File: src/bppwr_pkg.sv
// Register map, reset values and field positions of the port block
package bppwr_pkg;
   localparam int NUM_PORTS = 4;
   localparam int PORT_W = 8;
   localparam int ADDR_W = 8;
   localparam int BIT_IDX_W = 3;

   // Port index within the packed per-port arrays
   localparam int PORT_FIRST = 0;
   localparam int PORT_SECOND = 1;
   localparam int PORT_THIRD = 2;
   localparam int PORT_FOURTH = 3;

   // Data-memory locations of the registers
   localparam logic [ADDR_W-1:0] OFS_FIRST_WAKE = 8'h00;
   localparam logic [NUM_PORTS-1:0][ADDR_W-1:0] OFS_PULL = {8'h0A, 8'h07, 8'h04, 8'h01};
   localparam logic [NUM_PORTS-1:0][ADDR_W-1:0] OFS_DIR = {8'h0B, 8'h08, 8'h05, 8'h02};
   localparam logic [NUM_PORTS-1:0][ADDR_W-1:0] OFS_DATA = {8'h0C, 8'h09, 8'h06, 8'h03};
   localparam logic [ADDR_W-1:0] OFS_REMAP = 8'h0D;

   // Reset values
   localparam logic [PORT_W-1:0] RST_WAKE = 8'h00;
   localparam logic [PORT_W-1:0] RST_PULL = 8'h00;
   localparam logic [PORT_W-1:0] RST_DIR = 8'hFF;
   localparam logic [PORT_W-1:0] RST_DATA = 8'hFF;
   localparam logic [3:0] RST_REMAP = 4'h0;

   // Implemented bits per port
   localparam logic [PORT_W-1:0] MASK_FULL = 8'hFF;
   localparam logic [PORT_W-1:0] MASK_SECOND_SMALL = 8'h3F;
   localparam logic [PORT_W-1:0] MASK_FOURTH = 8'h03;
   localparam logic [PORT_W-1:0] MASK_NONE = 8'h00;

   // Remap register fields (only the upper nibble exists)
   localparam int REMAP_LSB = 4;
   localparam int REMAP_W = 4;
   localparam int SEL_IRQ1 = 3;
   localparam int SEL_IRQ0 = 2;
   localparam int SEL_TIMER_CLK_IN1 = 1;
   localparam int SEL_TIMER_CLK_IN0 = 0;

   // Pin bits used by the remap selections
   localparam int PIN_B0 = 0;
   localparam int PIN_C1 = 1;
   localparam int PIN_A2 = 2;
   localparam int PIN_C0 = 0;
   localparam int PIN_C3 = 3;
   localparam int PIN_A6 = 6;
   localparam int PIN_C2 = 2;
endpackage : bppwr_pkg

File: src/bppwr_gpio.sv
// Four-port bidirectional I/O block with pull-high, wake-up and pin remap
`timescale 1ns/1ns

// Function
// - Port reads sample pin level at read strobe
// - Output latch holds until rewritten
// - Pull-high only on inputs with bit set
// - Pull-high bits per pin, reset zero
// - Falling edge on enabled pin wakes device
// - Wake enable bit per first-port pin, reset zero
// - Direction bit one makes readable input
// - Direction zero drives latch; change anytime
// - Output pin reads return latch contents
// - Direction bits reset to one
// - Unimplemented bits ignore writes, read zero
// - Fourth port two bits; second six or eight
// - Remap bit7 routes irq1 B0 or C1
// - Remap bit6 routes irq0 A2 or C0
// - Remap bits5/4 route timer clock pins
// - Shared pin conflicts resolved by fixed priority
// - Registers at fixed data-memory addresses
// - Data latches reset high
// - Bit set/clear does read-modify-write
module bppwr_gpio
   import bppwr_pkg::*;
#(
   parameter bit SMALL_VARIANT = 1'b0,
   parameter bit HAS_FOURTH_PORT = 1'b1
) (
   input wire logic clk,
   input wire logic rst_n,
   input wire logic [ADDR_W-1:0] memAddr,
   input wire logic memWr,
   input wire logic [PORT_W-1:0] memWrData,
   input wire logic memRd,
   input wire logic bitSet,
   input wire logic bitClr,
   input wire logic [BIT_IDX_W-1:0] bitIdx,
   output logic [PORT_W-1:0] memRdData,
   input wire logic lowPowerMode,
   output logic wakeReq,
   input wire logic [PORT_W-1:0] firstPortIn,
   output logic [PORT_W-1:0] firstPortOut,
   output logic [PORT_W-1:0] firstPortOe,
   output logic [PORT_W-1:0] firstPortPullEn,
   input wire logic [PORT_W-1:0] secondPortIn,
   output logic [PORT_W-1:0] secondPortOut,
   output logic [PORT_W-1:0] secondPortOe,
   output logic [PORT_W-1:0] secondPortPullEn,
   input wire logic [PORT_W-1:0] thirdPortIn,
   output logic [PORT_W-1:0] thirdPortOut,
   output logic [PORT_W-1:0] thirdPortOe,
   output logic [PORT_W-1:0] thirdPortPullEn,
   input wire logic [PORT_W-1:0] fourthPortIn,
   output logic [PORT_W-1:0] fourthPortOut,
   output logic [PORT_W-1:0] fourthPortOe,
   output logic [PORT_W-1:0] fourthPortPullEn,
   input wire logic [NUM_PORTS*PORT_W-1:0] periphOe,
   input wire logic [NUM_PORTS*PORT_W-1:0] periphOut,
   output logic extIrqIn0,
   output logic extIrqIn1,
   output logic timerClkIn0,
   output logic timerClkIn1
);

   function automatic logic [PORT_W-1:0] implMask(input int p);
      if (p == PORT_SECOND && SMALL_VARIANT) begin
         return MASK_SECOND_SMALL;
      end else if (p == PORT_FOURTH) begin
         return HAS_FOURTH_PORT ? MASK_FOURTH : MASK_NONE;
      end else begin
         return MASK_FULL;
      end
   endfunction : implMask

   logic [NUM_PORTS-1:0][PORT_W-1:0] padIn;
   logic [NUM_PORTS-1:0][PORT_W-1:0] sync1Q;
   logic [NUM_PORTS-1:0][PORT_W-1:0] sync2Q;
   logic [PORT_W-1:0] firstPrevQ;
   logic [NUM_PORTS-1:0][PORT_W-1:0] dataQ;
   logic [NUM_PORTS-1:0][PORT_W-1:0] dirQ;
   logic [NUM_PORTS-1:0][PORT_W-1:0] pullQ;
   logic [NUM_PORTS-1:0][PORT_W-1:0] portView;
   logic [NUM_PORTS-1:0][PORT_W-1:0] padOut;
   logic [NUM_PORTS-1:0][PORT_W-1:0] padOe;
   logic [NUM_PORTS-1:0][PORT_W-1:0] padPull;
   logic [NUM_PORTS-1:0][PORT_W-1:0] implBits;
   logic [PORT_W-1:0] wakeEnQ;
   logic [REMAP_W-1:0] remapQ;
   logic [PORT_W-1:0] wakeFall;
   logic wrHit;
   logic [PORT_W-1:0] wrVal;
   logic [PORT_W-1:0] rmwBase;

   assign padIn = {fourthPortIn, thirdPortIn, secondPortIn, firstPortIn};

   // Implemented-bit mask per port, fixed by the variant parameters
   generate
      for (genvar p = 0; p < NUM_PORTS; p++) begin : g_impl
         assign implBits[p] = implMask(p);
      end
   endgenerate

   // Two-stage synchroniser on every pin input
   always_ff @(posedge clk or negedge rst_n) begin
      if (!rst_n) begin
         sync1Q <= '0;
         sync2Q <= '0;
      end else begin
         sync1Q <= padIn;
         sync2Q <= sync1Q;
      end
   end

   // Value software sees at each port data location
   generate
      for (genvar p = 0; p < NUM_PORTS; p++) begin : g_view
         assign portView[p] = ((dirQ[p] & sync2Q[p]) | (~dirQ[p] & dataQ[p]))
            & implMask(p);
      end
   endgenerate

   function automatic logic [PORT_W-1:0] readValue(input logic [ADDR_W-1:0] a);
      logic [PORT_W-1:0] v;
      v = '0;
      if (a == OFS_FIRST_WAKE) begin
         v = wakeEnQ;
      end else if (a == OFS_REMAP) begin
         v = {remapQ, {REMAP_LSB{1'b0}}};
      end else begin
         for (int p = 0; p < NUM_PORTS; p++) begin
            if (a == OFS_DATA[p]) begin
               v = portView[p];
            end else if (a == OFS_DIR[p]) begin
               v = dirQ[p];
            end else if (a == OFS_PULL[p]) begin
               v = pullQ[p];
            end
         end
      end
      return v;
   endfunction : readValue

   // Bit instructions read the whole location, alter one bit, write all back
   always_comb begin
      rmwBase = readValue(memAddr);
      wrHit = memWr | bitSet | bitClr;
      if (bitSet) begin
         wrVal = rmwBase | (PORT_W'(1) << bitIdx);
      end else if (bitClr) begin
         wrVal = rmwBase & ~(PORT_W'(1) << bitIdx);
      end else begin
         wrVal = memWrData;
      end
   end

   // Read data captured on the read strobe, not latched from the pins
   always_ff @(posedge clk or negedge rst_n) begin
      if (!rst_n) begin
         memRdData <= '0;
      end else if (memRd) begin
         memRdData <= readValue(memAddr);
      end
   end

   generate
      for (genvar p = 0; p < NUM_PORTS; p++) begin : g_port
         always_ff @(posedge clk or negedge rst_n) begin
            if (!rst_n) begin
               dataQ[p] <= RST_DATA & implMask(p);
            end else if (wrHit && memAddr == OFS_DATA[p]) begin
               dataQ[p] <= wrVal & implMask(p);
            end
         end

         always_ff @(posedge clk or negedge rst_n) begin
            if (!rst_n) begin
               dirQ[p] <= RST_DIR & implMask(p);
            end else if (wrHit && memAddr == OFS_DIR[p]) begin
               dirQ[p] <= wrVal & implMask(p);
            end
         end

         always_ff @(posedge clk or negedge rst_n) begin
            if (!rst_n) begin
               pullQ[p] <= RST_PULL;
            end else if (wrHit && memAddr == OFS_PULL[p]) begin
               pullQ[p] <= wrVal & implMask(p);
            end
         end

         // Peripheral output takes priority over the port latch
         for (genvar b = 0; b < PORT_W; b++) begin : g_pin
            always_comb begin
               if (periphOe[p*PORT_W+b]) begin
                  padOut[p][b] = periphOut[p*PORT_W+b];
                  padOe[p][b] = implBits[p][b];
               end else begin
                  padOut[p][b] = dataQ[p][b];
                  padOe[p][b] = ~dirQ[p][b] & implBits[p][b];
               end
            end
         end
         assign padPull[p] = pullQ[p] & dirQ[p] & ~padOe[p];
      end
   endgenerate

   always_ff @(posedge clk or negedge rst_n) begin
      if (!rst_n) begin
         wakeEnQ <= RST_WAKE;
      end else if (wrHit && memAddr == OFS_FIRST_WAKE) begin
         wakeEnQ <= wrVal;
      end
   end

   always_ff @(posedge clk or negedge rst_n) begin
      if (!rst_n) begin
         remapQ <= RST_REMAP;
      end else if (wrHit && memAddr == OFS_REMAP) begin
         remapQ <= wrVal[PORT_W-1:REMAP_LSB];
      end
   end

   // Wake-up edge detect on the synchronised first port
   always_ff @(posedge clk or negedge rst_n) begin
      if (!rst_n) begin
         firstPrevQ <= '0;
      end else begin
         firstPrevQ <= sync2Q[PORT_FIRST];
      end
   end

   assign wakeFall = firstPrevQ & ~sync2Q[PORT_FIRST] & wakeEnQ;

   always_ff @(posedge clk or negedge rst_n) begin
      if (!rst_n) begin
         wakeReq <= 1'b0;
      end else begin
         wakeReq <= lowPowerMode && (|wakeFall);
      end
   end

   // Remapped peripheral inputs
   assign extIrqIn1 = remapQ[SEL_IRQ1] ? sync2Q[PORT_THIRD][PIN_C1]
      : sync2Q[PORT_SECOND][PIN_B0];
   assign extIrqIn0 = remapQ[SEL_IRQ0] ? sync2Q[PORT_THIRD][PIN_C0]
      : sync2Q[PORT_FIRST][PIN_A2];
   assign timerClkIn1 = remapQ[SEL_TIMER_CLK_IN1] ? sync2Q[PORT_THIRD][PIN_C3]
      : sync2Q[PORT_SECOND][PIN_B0];
   assign timerClkIn0 = remapQ[SEL_TIMER_CLK_IN0] ? sync2Q[PORT_THIRD][PIN_C2]
      : sync2Q[PORT_FIRST][PIN_A6];

   assign firstPortOut = padOut[PORT_FIRST];
   assign firstPortOe = padOe[PORT_FIRST];
   assign firstPortPullEn = padPull[PORT_FIRST];
   assign secondPortOut = padOut[PORT_SECOND];
   assign secondPortOe = padOe[PORT_SECOND];
   assign secondPortPullEn = padPull[PORT_SECOND];
   assign thirdPortOut = padOut[PORT_THIRD];
   assign thirdPortOe = padOe[PORT_THIRD];
   assign thirdPortPullEn = padPull[PORT_THIRD];
   assign fourthPortOut = padOut[PORT_FOURTH];
   assign fourthPortOe = padOe[PORT_FOURTH];
   assign fourthPortPullEn = padPull[PORT_FOURTH];

   // Checks
   a_pull_gate: assert property (@(posedge clk) disable iff (!rst_n)
      (!dirQ[PORT_THIRD][0]) |-> !thirdPortPullEn[0])
      else $error("pull-high active on an output pin");

   a_read_output_latch: assert property (@(posedge clk) disable iff (!rst_n)
      (memRd && memAddr == OFS_DATA[PORT_FIRST] && !dirQ[PORT_FIRST][0])
      |=> memRdData[0] == $past(dataQ[PORT_FIRST][0]))
      else $error("output pin read did not return latch");

   a_read_input_pin: assert property (@(posedge clk) disable iff (!rst_n)
      (memRd && memAddr == OFS_DATA[PORT_SECOND] && dirQ[PORT_SECOND][0])
      |=> memRdData[0] == $past(sync2Q[PORT_SECOND][0]))
      else $error("input pin read did not return pin level");

   a_latch_holds: assert property (@(posedge clk) disable iff (!rst_n)
      !(wrHit && memAddr == OFS_DATA[PORT_THIRD]) |=> $stable(dataQ[PORT_THIRD]))
      else $error("output latch changed without a write");

   a_wake_fall: assert property (@(posedge clk) disable iff (!rst_n)
      (lowPowerMode && wakeEnQ[1] && firstPrevQ[1] && !sync2Q[PORT_FIRST][1])
      |=> wakeReq)
      else $error("enabled falling edge did not wake");

   a_wake_awake: assert property (@(posedge clk) disable iff (!rst_n)
      !$past(lowPowerMode) |-> !wakeReq)
      else $error("wake request outside low-power state");

   a_fourth_unimpl: assert property (@(posedge clk) disable iff (!rst_n)
      (memRd && memAddr == OFS_DIR[PORT_FOURTH]) |=> memRdData[PORT_W-1:2] == '0)
      else $error("unimplemented fourth-port bits read nonzero");

   a_remap_irq1: assert property (@(posedge clk) disable iff (!rst_n)
      remapQ[SEL_IRQ1] |-> extIrqIn1 == sync2Q[PORT_THIRD][PIN_C1])
      else $error("irq1 not taken from remapped pin");

   a_rmw_set: assert property (@(posedge clk) disable iff (!rst_n)
      (bitSet && !memWr && memAddr == OFS_DIR[PORT_FIRST] && bitIdx == 3'h2)
      |=> dirQ[PORT_FIRST][2] && dirQ[PORT_FIRST][1] == $past(dirQ[PORT_FIRST][1]))
      else $error("bit set did not read-modify-write");

   a_output_drive: assert property (@(posedge clk) disable iff (!rst_n)
      (!dirQ[PORT_FIRST][4] && !periphOe[4]) |-> firstPortOe[4]
      && firstPortOut[4] == dataQ[PORT_FIRST][4])
      else $error("output pin not driven from latch");

   a_periph_priority: assert property (@(posedge clk) disable iff (!rst_n)
      periphOe[PORT_SECOND*PORT_W] |-> secondPortOe[0]
      && secondPortOut[0] == periphOut[PORT_SECOND*PORT_W])
      else $error("peripheral did not override port latch");

   a_pull_driven: assert property (@(posedge clk) disable iff (!rst_n)
      periphOe[0] |-> !firstPortPullEn[0])
      else $error("pull-high active on a driven pin");

   a_input_no_drive: assert property (@(posedge clk) disable iff (!rst_n)
      (dirQ[PORT_THIRD][5] && !periphOe[PORT_THIRD*PORT_W+5]) |-> !thirdPortOe[5])
      else $error("input pin is driven");

   a_dir_write: assert property (@(posedge clk) disable iff (!rst_n)
      (memWr && !bitSet && !bitClr && memAddr == OFS_DIR[PORT_SECOND])
      |=> dirQ[PORT_SECOND] == ($past(memWrData) & implBits[PORT_SECOND]))
      else $error("direction write did not land");

   a_pull_write: assert property (@(posedge clk) disable iff (!rst_n)
      (memWr && !bitSet && !bitClr && memAddr == OFS_PULL[PORT_THIRD])
      |=> pullQ[PORT_THIRD] == ($past(memWrData) & implBits[PORT_THIRD]))
      else $error("pull-high write did not land");

   a_fourth_data: assert property (@(posedge clk) disable iff (!rst_n)
      (memWr && memAddr == OFS_DATA[PORT_FOURTH])
      |=> dataQ[PORT_FOURTH][PORT_W-1:2] == '0)
      else $error("unimplemented fourth-port latch bits set");

   a_unmapped_read: assert property (@(posedge clk) disable iff (!rst_n)
      (memRd && memAddr > OFS_REMAP) |=> memRdData == '0)
      else $error("unmapped location read nonzero");

   a_remap_low_zero: assert property (@(posedge clk) disable iff (!rst_n)
      (memRd && memAddr == OFS_REMAP) |=> memRdData[REMAP_LSB-1:0] == '0)
      else $error("unimplemented remap bits read nonzero");

   a_wake_en_read: assert property (@(posedge clk) disable iff (!rst_n)
      (memRd && memAddr == OFS_FIRST_WAKE) |=> memRdData == $past(wakeEnQ))
      else $error("wake enable read mismatch");

   a_wake_needs_en: assert property (@(posedge clk) disable iff (!rst_n)
      (wakeFall == '0) |=> !wakeReq)
      else $error("wake request without enabled falling edge");

   a_remap_irq0: assert property (@(posedge clk) disable iff (!rst_n)
      remapQ[SEL_IRQ0] |-> extIrqIn0 == sync2Q[PORT_THIRD][PIN_C0])
      else $error("irq0 not taken from remapped pin");

   a_remap_timer_clk_in0: assert property (@(posedge clk) disable iff (!rst_n)
      !remapQ[SEL_TIMER_CLK_IN0] |-> timerClkIn0 == sync2Q[PORT_FIRST][PIN_A6])
      else $error("timer clock 0 not taken from default pin");

   a_remap_timer_clk_in1: assert property (@(posedge clk) disable iff (!rst_n)
      remapQ[SEL_TIMER_CLK_IN1] |-> timerClkIn1 == sync2Q[PORT_THIRD][PIN_C3])
      else $error("timer clock 1 not taken from remapped pin");

   c_wake: cover property (@(posedge clk) disable iff (!rst_n) wakeReq);
   c_rmw: cover property (@(posedge clk) disable iff (!rst_n)
      bitClr && memAddr == OFS_DATA[PORT_FIRST]);
   c_remap: cover property (@(posedge clk) disable iff (!rst_n) remapQ == 4'hF);
   c_periph: cover property (@(posedge clk) disable iff (!rst_n)
      periphOe[0] && firstPortOe[0]);
   c_bit_set: cover property (@(posedge clk) disable iff (!rst_n)
      bitSet && memAddr == OFS_DIR[PORT_FIRST]);

endmodule : bppwr_gpio

File: config.mk
export PLATFORM = sky130hd
export DESIGN_NAME = bppwr_gpio
export DESIGN_NICKNAME = d
export VERILOG_FILES = /design/src/bppwr_pkg.sv /design/src/bppwr_gpio.sv
export SDC_FILE = /design/constraint.sdc
export NUM_CORES = 1
export LEC_CHECK = 0
export BUFFER_PORTS_ARGS = -buffer_cell sky130_fd_sc_hd__buf_2
export CORE_MARGIN = 1
export CORE_UTILIZATION = 28
export CTS_BUF_LIST = sky130_fd_sc_hd__clkbuf_4 sky130_fd_sc_hd__clkbuf_8 sky130_fd_sc_hd__clkbuf_16
export CTS_CLUSTER_DIAMETER = 50
export DETAILED_ROUTE_END_ITERATION = 10
export SYNTH_ARGS = -nofsm -noshare
export SYNTH_HDL_FRONTEND = slang
export SYNTH_SLANG_ARGS = --single-unit
File: constraint.sdc
create_clock -name clk -period 2.75 [get_ports clk]
set_clock_uncertainty 0.15 [all_clocks]
set_input_delay 0.1375 -clock clk [delete_from_list [all_inputs] [get_ports clk]]
set_output_delay 0.1375 -clock clk [all_outputs]
set_load 0.02 [all_outputs]
==> impl_metrics.py <==
metrics = {
    "synth": {
        "synth_compound_area_frac": 0.1346,
        "synth.most_common_cell": "dfrtp_1",
        "synth.mux.area_fraction": 0.1404,
        "synthTopCellsByArea": "dfrtp_1, dfstp_2, mux2_2",
        "synth_top_cell_area_share": 0.3283,
        "yosysWarnings": 0,
        "avgSynthCellArea_um2": 10.23,
        "synth_fa_ha_area_frac": 0,
        "synthXorXnorAreaFrac": 0.001074,
        "synth-simple-area-share": 0.1735,
        "yosysTopAreaCell": "dfrtp_1",
        "netlist_area_um2": 8155,
        "synth_flop_cell": "dfrtp_1",
        "synth_edf_count": 0,
        "yosys-top-cells-count": "dfrtp_1, mux2_2, nand2_1, nor2_1, dfstp_2",
        "synthCells": 797,
        "ys_ff_latch": 159,
        "async_flop_share": 1.000,
        "yosysUniqueCellTypes": 68,
        "synth_top_family_by_area": "simple AND/OR/NAND/NOR gates",
        "yosysSeqAreaShare": 0.4959,
    },
    "critical_path": {
        "crit_fanout": 10,
        "path_cells": "mux2_2, o211ai_1, o311a_1, a22oi_1, o31ai_2, o21ai_1",
        "crit_family": "compound AO/OA/AOI/OAI gates",
        "ff2ff_path_depth": 6,
        "r2r-end": "wakeEnQ[3]",
        "rrSetupSlack_ps": 160,
        "crit_buf_inv": 0,
        "required_ps": 2890,
        "r2r-start": "dirQ[11]",
        "slowest_delay_ps": 790,
        "critPathLaunchType": "flop",
        "cp.arrival_ps": 2730,
        "crit_path_start": "dirQ[11]",
        "path_class": "reg2reg",
        "cp_slowest_cell": "o31ai_2",
        "cp.depth": 6,
        "cp-end-kind": "flop",
        "critPathCapture": "wakeEnQ[3]",
    },
    "routing": {
        "wl_per_cell_um": 17.94,
        "routed_via_density": 4.778,
        "vias": 6990,
        "drt-total-wl_um": 26250,
        "dr.pass1.iters": 6,
        "drt_iter0_markers": 431,
        "drc": 0,
        "detail-route-antenna-nets": 0,
    },
    "layout": {
        "fillers": 2945,
        "fin_util": 0.3745,
        "diodes": 0,
        "design_area_um2": 10750,
        "nNetsFinal": 1188,
        "layout-drive-gt1-share": 0.4198,
        "syn2layout_area_growth_pct": 31.79,
    },
    "global_route": {
        "track_usage": 0.1807,
        "grt-ovfl-total": 0,
        "grt_max_degree": 64,
        "antenna_found_initial": 2,
        "grt_pass1_vias": 6901,
        "grt_first_pass_wirelength_um": 40850,
    },
    "clock_network": {
        "cts_max_level": 4,
        "post-cts-setup-buffers": 0,
        "clock-sinks": 159,
        "cts_tree": "done",
        "post_cts_resized": 0,
        "cts_root_buf": "clkbuf_16",
        "insertion_delay_ps": 440,
        "cts_buffers": 17,
        "clk_pin_slew_ps": 70,
        "clock_path_buffers": 2,
    },
    "timing": {
        "setup_viol": 0,
        "rsz0062_at_grt": "false",
        "final-max-slew-violation-count": 0,
        "hold_viol": 0,
        "worstMarginPinSlew_ps": 878.6,
        "timing.slew.headroom": 0.4108,
        "clock.fmax_mhz": 385.8,
        "period_share": 0.9425,
        "period_needed_ps": 2592,
        "finalSetupTns_ps": 0,
    },
    "power_and_ir_drop": {
        "ir_drop_mv": 0.3613,
        "power-per-cell-area_nw_per_um2": 534.0,
        "leakagePower_nw": 4.627,
    },
    "placement": {
        "gp_congestion": 0.8820,
        "port-buffer-count": 212,
        "hpwlAfterDp_um": 20230,
        "placed_area_um2": 9863,
    },
    "worst_hold_path": {
        "hold_path.class": "in2async",
    },
    "die": {
        "core_um2": 28700,
        "row_count": 62,
        "initial_utilization": 0.2841,
        "io_pins": 231,
        "die_w_um": 172.7,
        "die_h_um": 172.7,
        "dieArea_um2": 29810,
    },
    "run_status": {
        "status": "completed",
    },
    "job": {
        "max_cap_violations": 0,
    },
}
## metrics by stage
stage	setup WS (ps)	instances	hold slack, ps	power, mW
final	158.2	1463	3.958	5.740
after global routing	0.9490	1463	26.28	5.978
after CTS	214.8	1463	12.05	5.791
after detailed placement	223.7	1402	-91.95	3.360
after global placement	220.0	1402	-95.89	3.349
after floorplan	559.4	808	-308.1	3.017
## cells in the final DEF (no fill, tap or decap), types with 6 or more instances in the layout
cell type / instances
o21ai_0: 34
mux2_2: 91
nor2_1: 67
nand2b_1: 40
o31ai_1: 6
nor2b_1: 10
nand3_1: 15
mux2i_1: 12
a31oi_1: 10
buf_2: 211
dfstp_2: 52
nor3b_1: 8
conb_1: 12
buf_4: 46
o21ai_1: 21
o22ai_1: 9
clkbuf_16: 17
inv_1: 36
dfrtp_1: 107
nand3b_1: 8
nor3_1: 9
o211ai_1: 7
nand2_1: 90
and2_1: 7
a21oi_1: 29
dlygate4sd3_1: 29
## per-layer routing
metal / part of all wire / track usage
met1: 0.45 / 0.2405
met2: 0.46 / 0.2826
met3: 0.062 / 0.04485
met4: 0.025 / 0.06895
met5: 0.00030 / 0
## worst min-delay path by stage
stage | start | to | slack, ps | cells after the start
3_5_place_dp | rst_n | sync1Q[11] | -90 | 1
6_report | rst_n | pullQ[10] | 4 | 2
5_1_grt | rst_n | sync1Q[20] | 30 | 2
2_1_floorplan | rst_n | firstPrevQ[0] | -310 | 0
3_3_place_gp | rst_n | sync1Q[11] | -100 | 1
4_1_cts | rst_n | pullQ[10] | 10 | 2
## cells by family (layout without fill, tap and decap cells)
kind of cell / after synthesis / in the layout
buffers and inverters: 88 / 359
and+or+nand+nor: 279 / 279
muxes: 103 / 103
AOI/OAI and AO/OA: 166 / 166
xor gates and xnor gates: 1 / 1
other: 1 / 12
DFF: 159 / 159
## report_power, final
part | internal, mW | switching (mW) | total [mW] | leakage (nW)
sequential | 2.49 | 0.109 | 2.60 | 1.88
combinational | 0.331 | 0.420 | 0.751 | 2.47
clock | 1.34 | 1.05 | 2.39 | 0.280
total | 4.16 | 1.58 | 5.74 | 4.63
## sequential cells by signal, summed over array words and instances, names as in the netlist
name / count
dataQ: 26
dirQ: 26
pullQ: 26
sync1Q: 26
sync2Q: 26
firstPrevQ: 8
memRdData: 8
wakeEnQ: 8
remapQ: 4
wakeReq: 1
## final cells by class
class	instances	area, um2	area share
Sequential cell	159	4044	0.3763
Timing Repair Buffer	291	1783	0.1659
Tap cell	384	480.5	0.04470
Clock buffer	20	466.7	0.04342
Multi-Input combinational cell	561	3711	0.3453
Clock inverter	12	127.6	0.01187
Inverter	36	135.1	0.01257
## repair_timing
action / in CTS / in global routing
hold buffers: 29 / 0
hold endpoints to repair: 145 / 0
setup endpoints to repair: 0 / 0
Note: power is estimated with default switching activity, not from simulation.
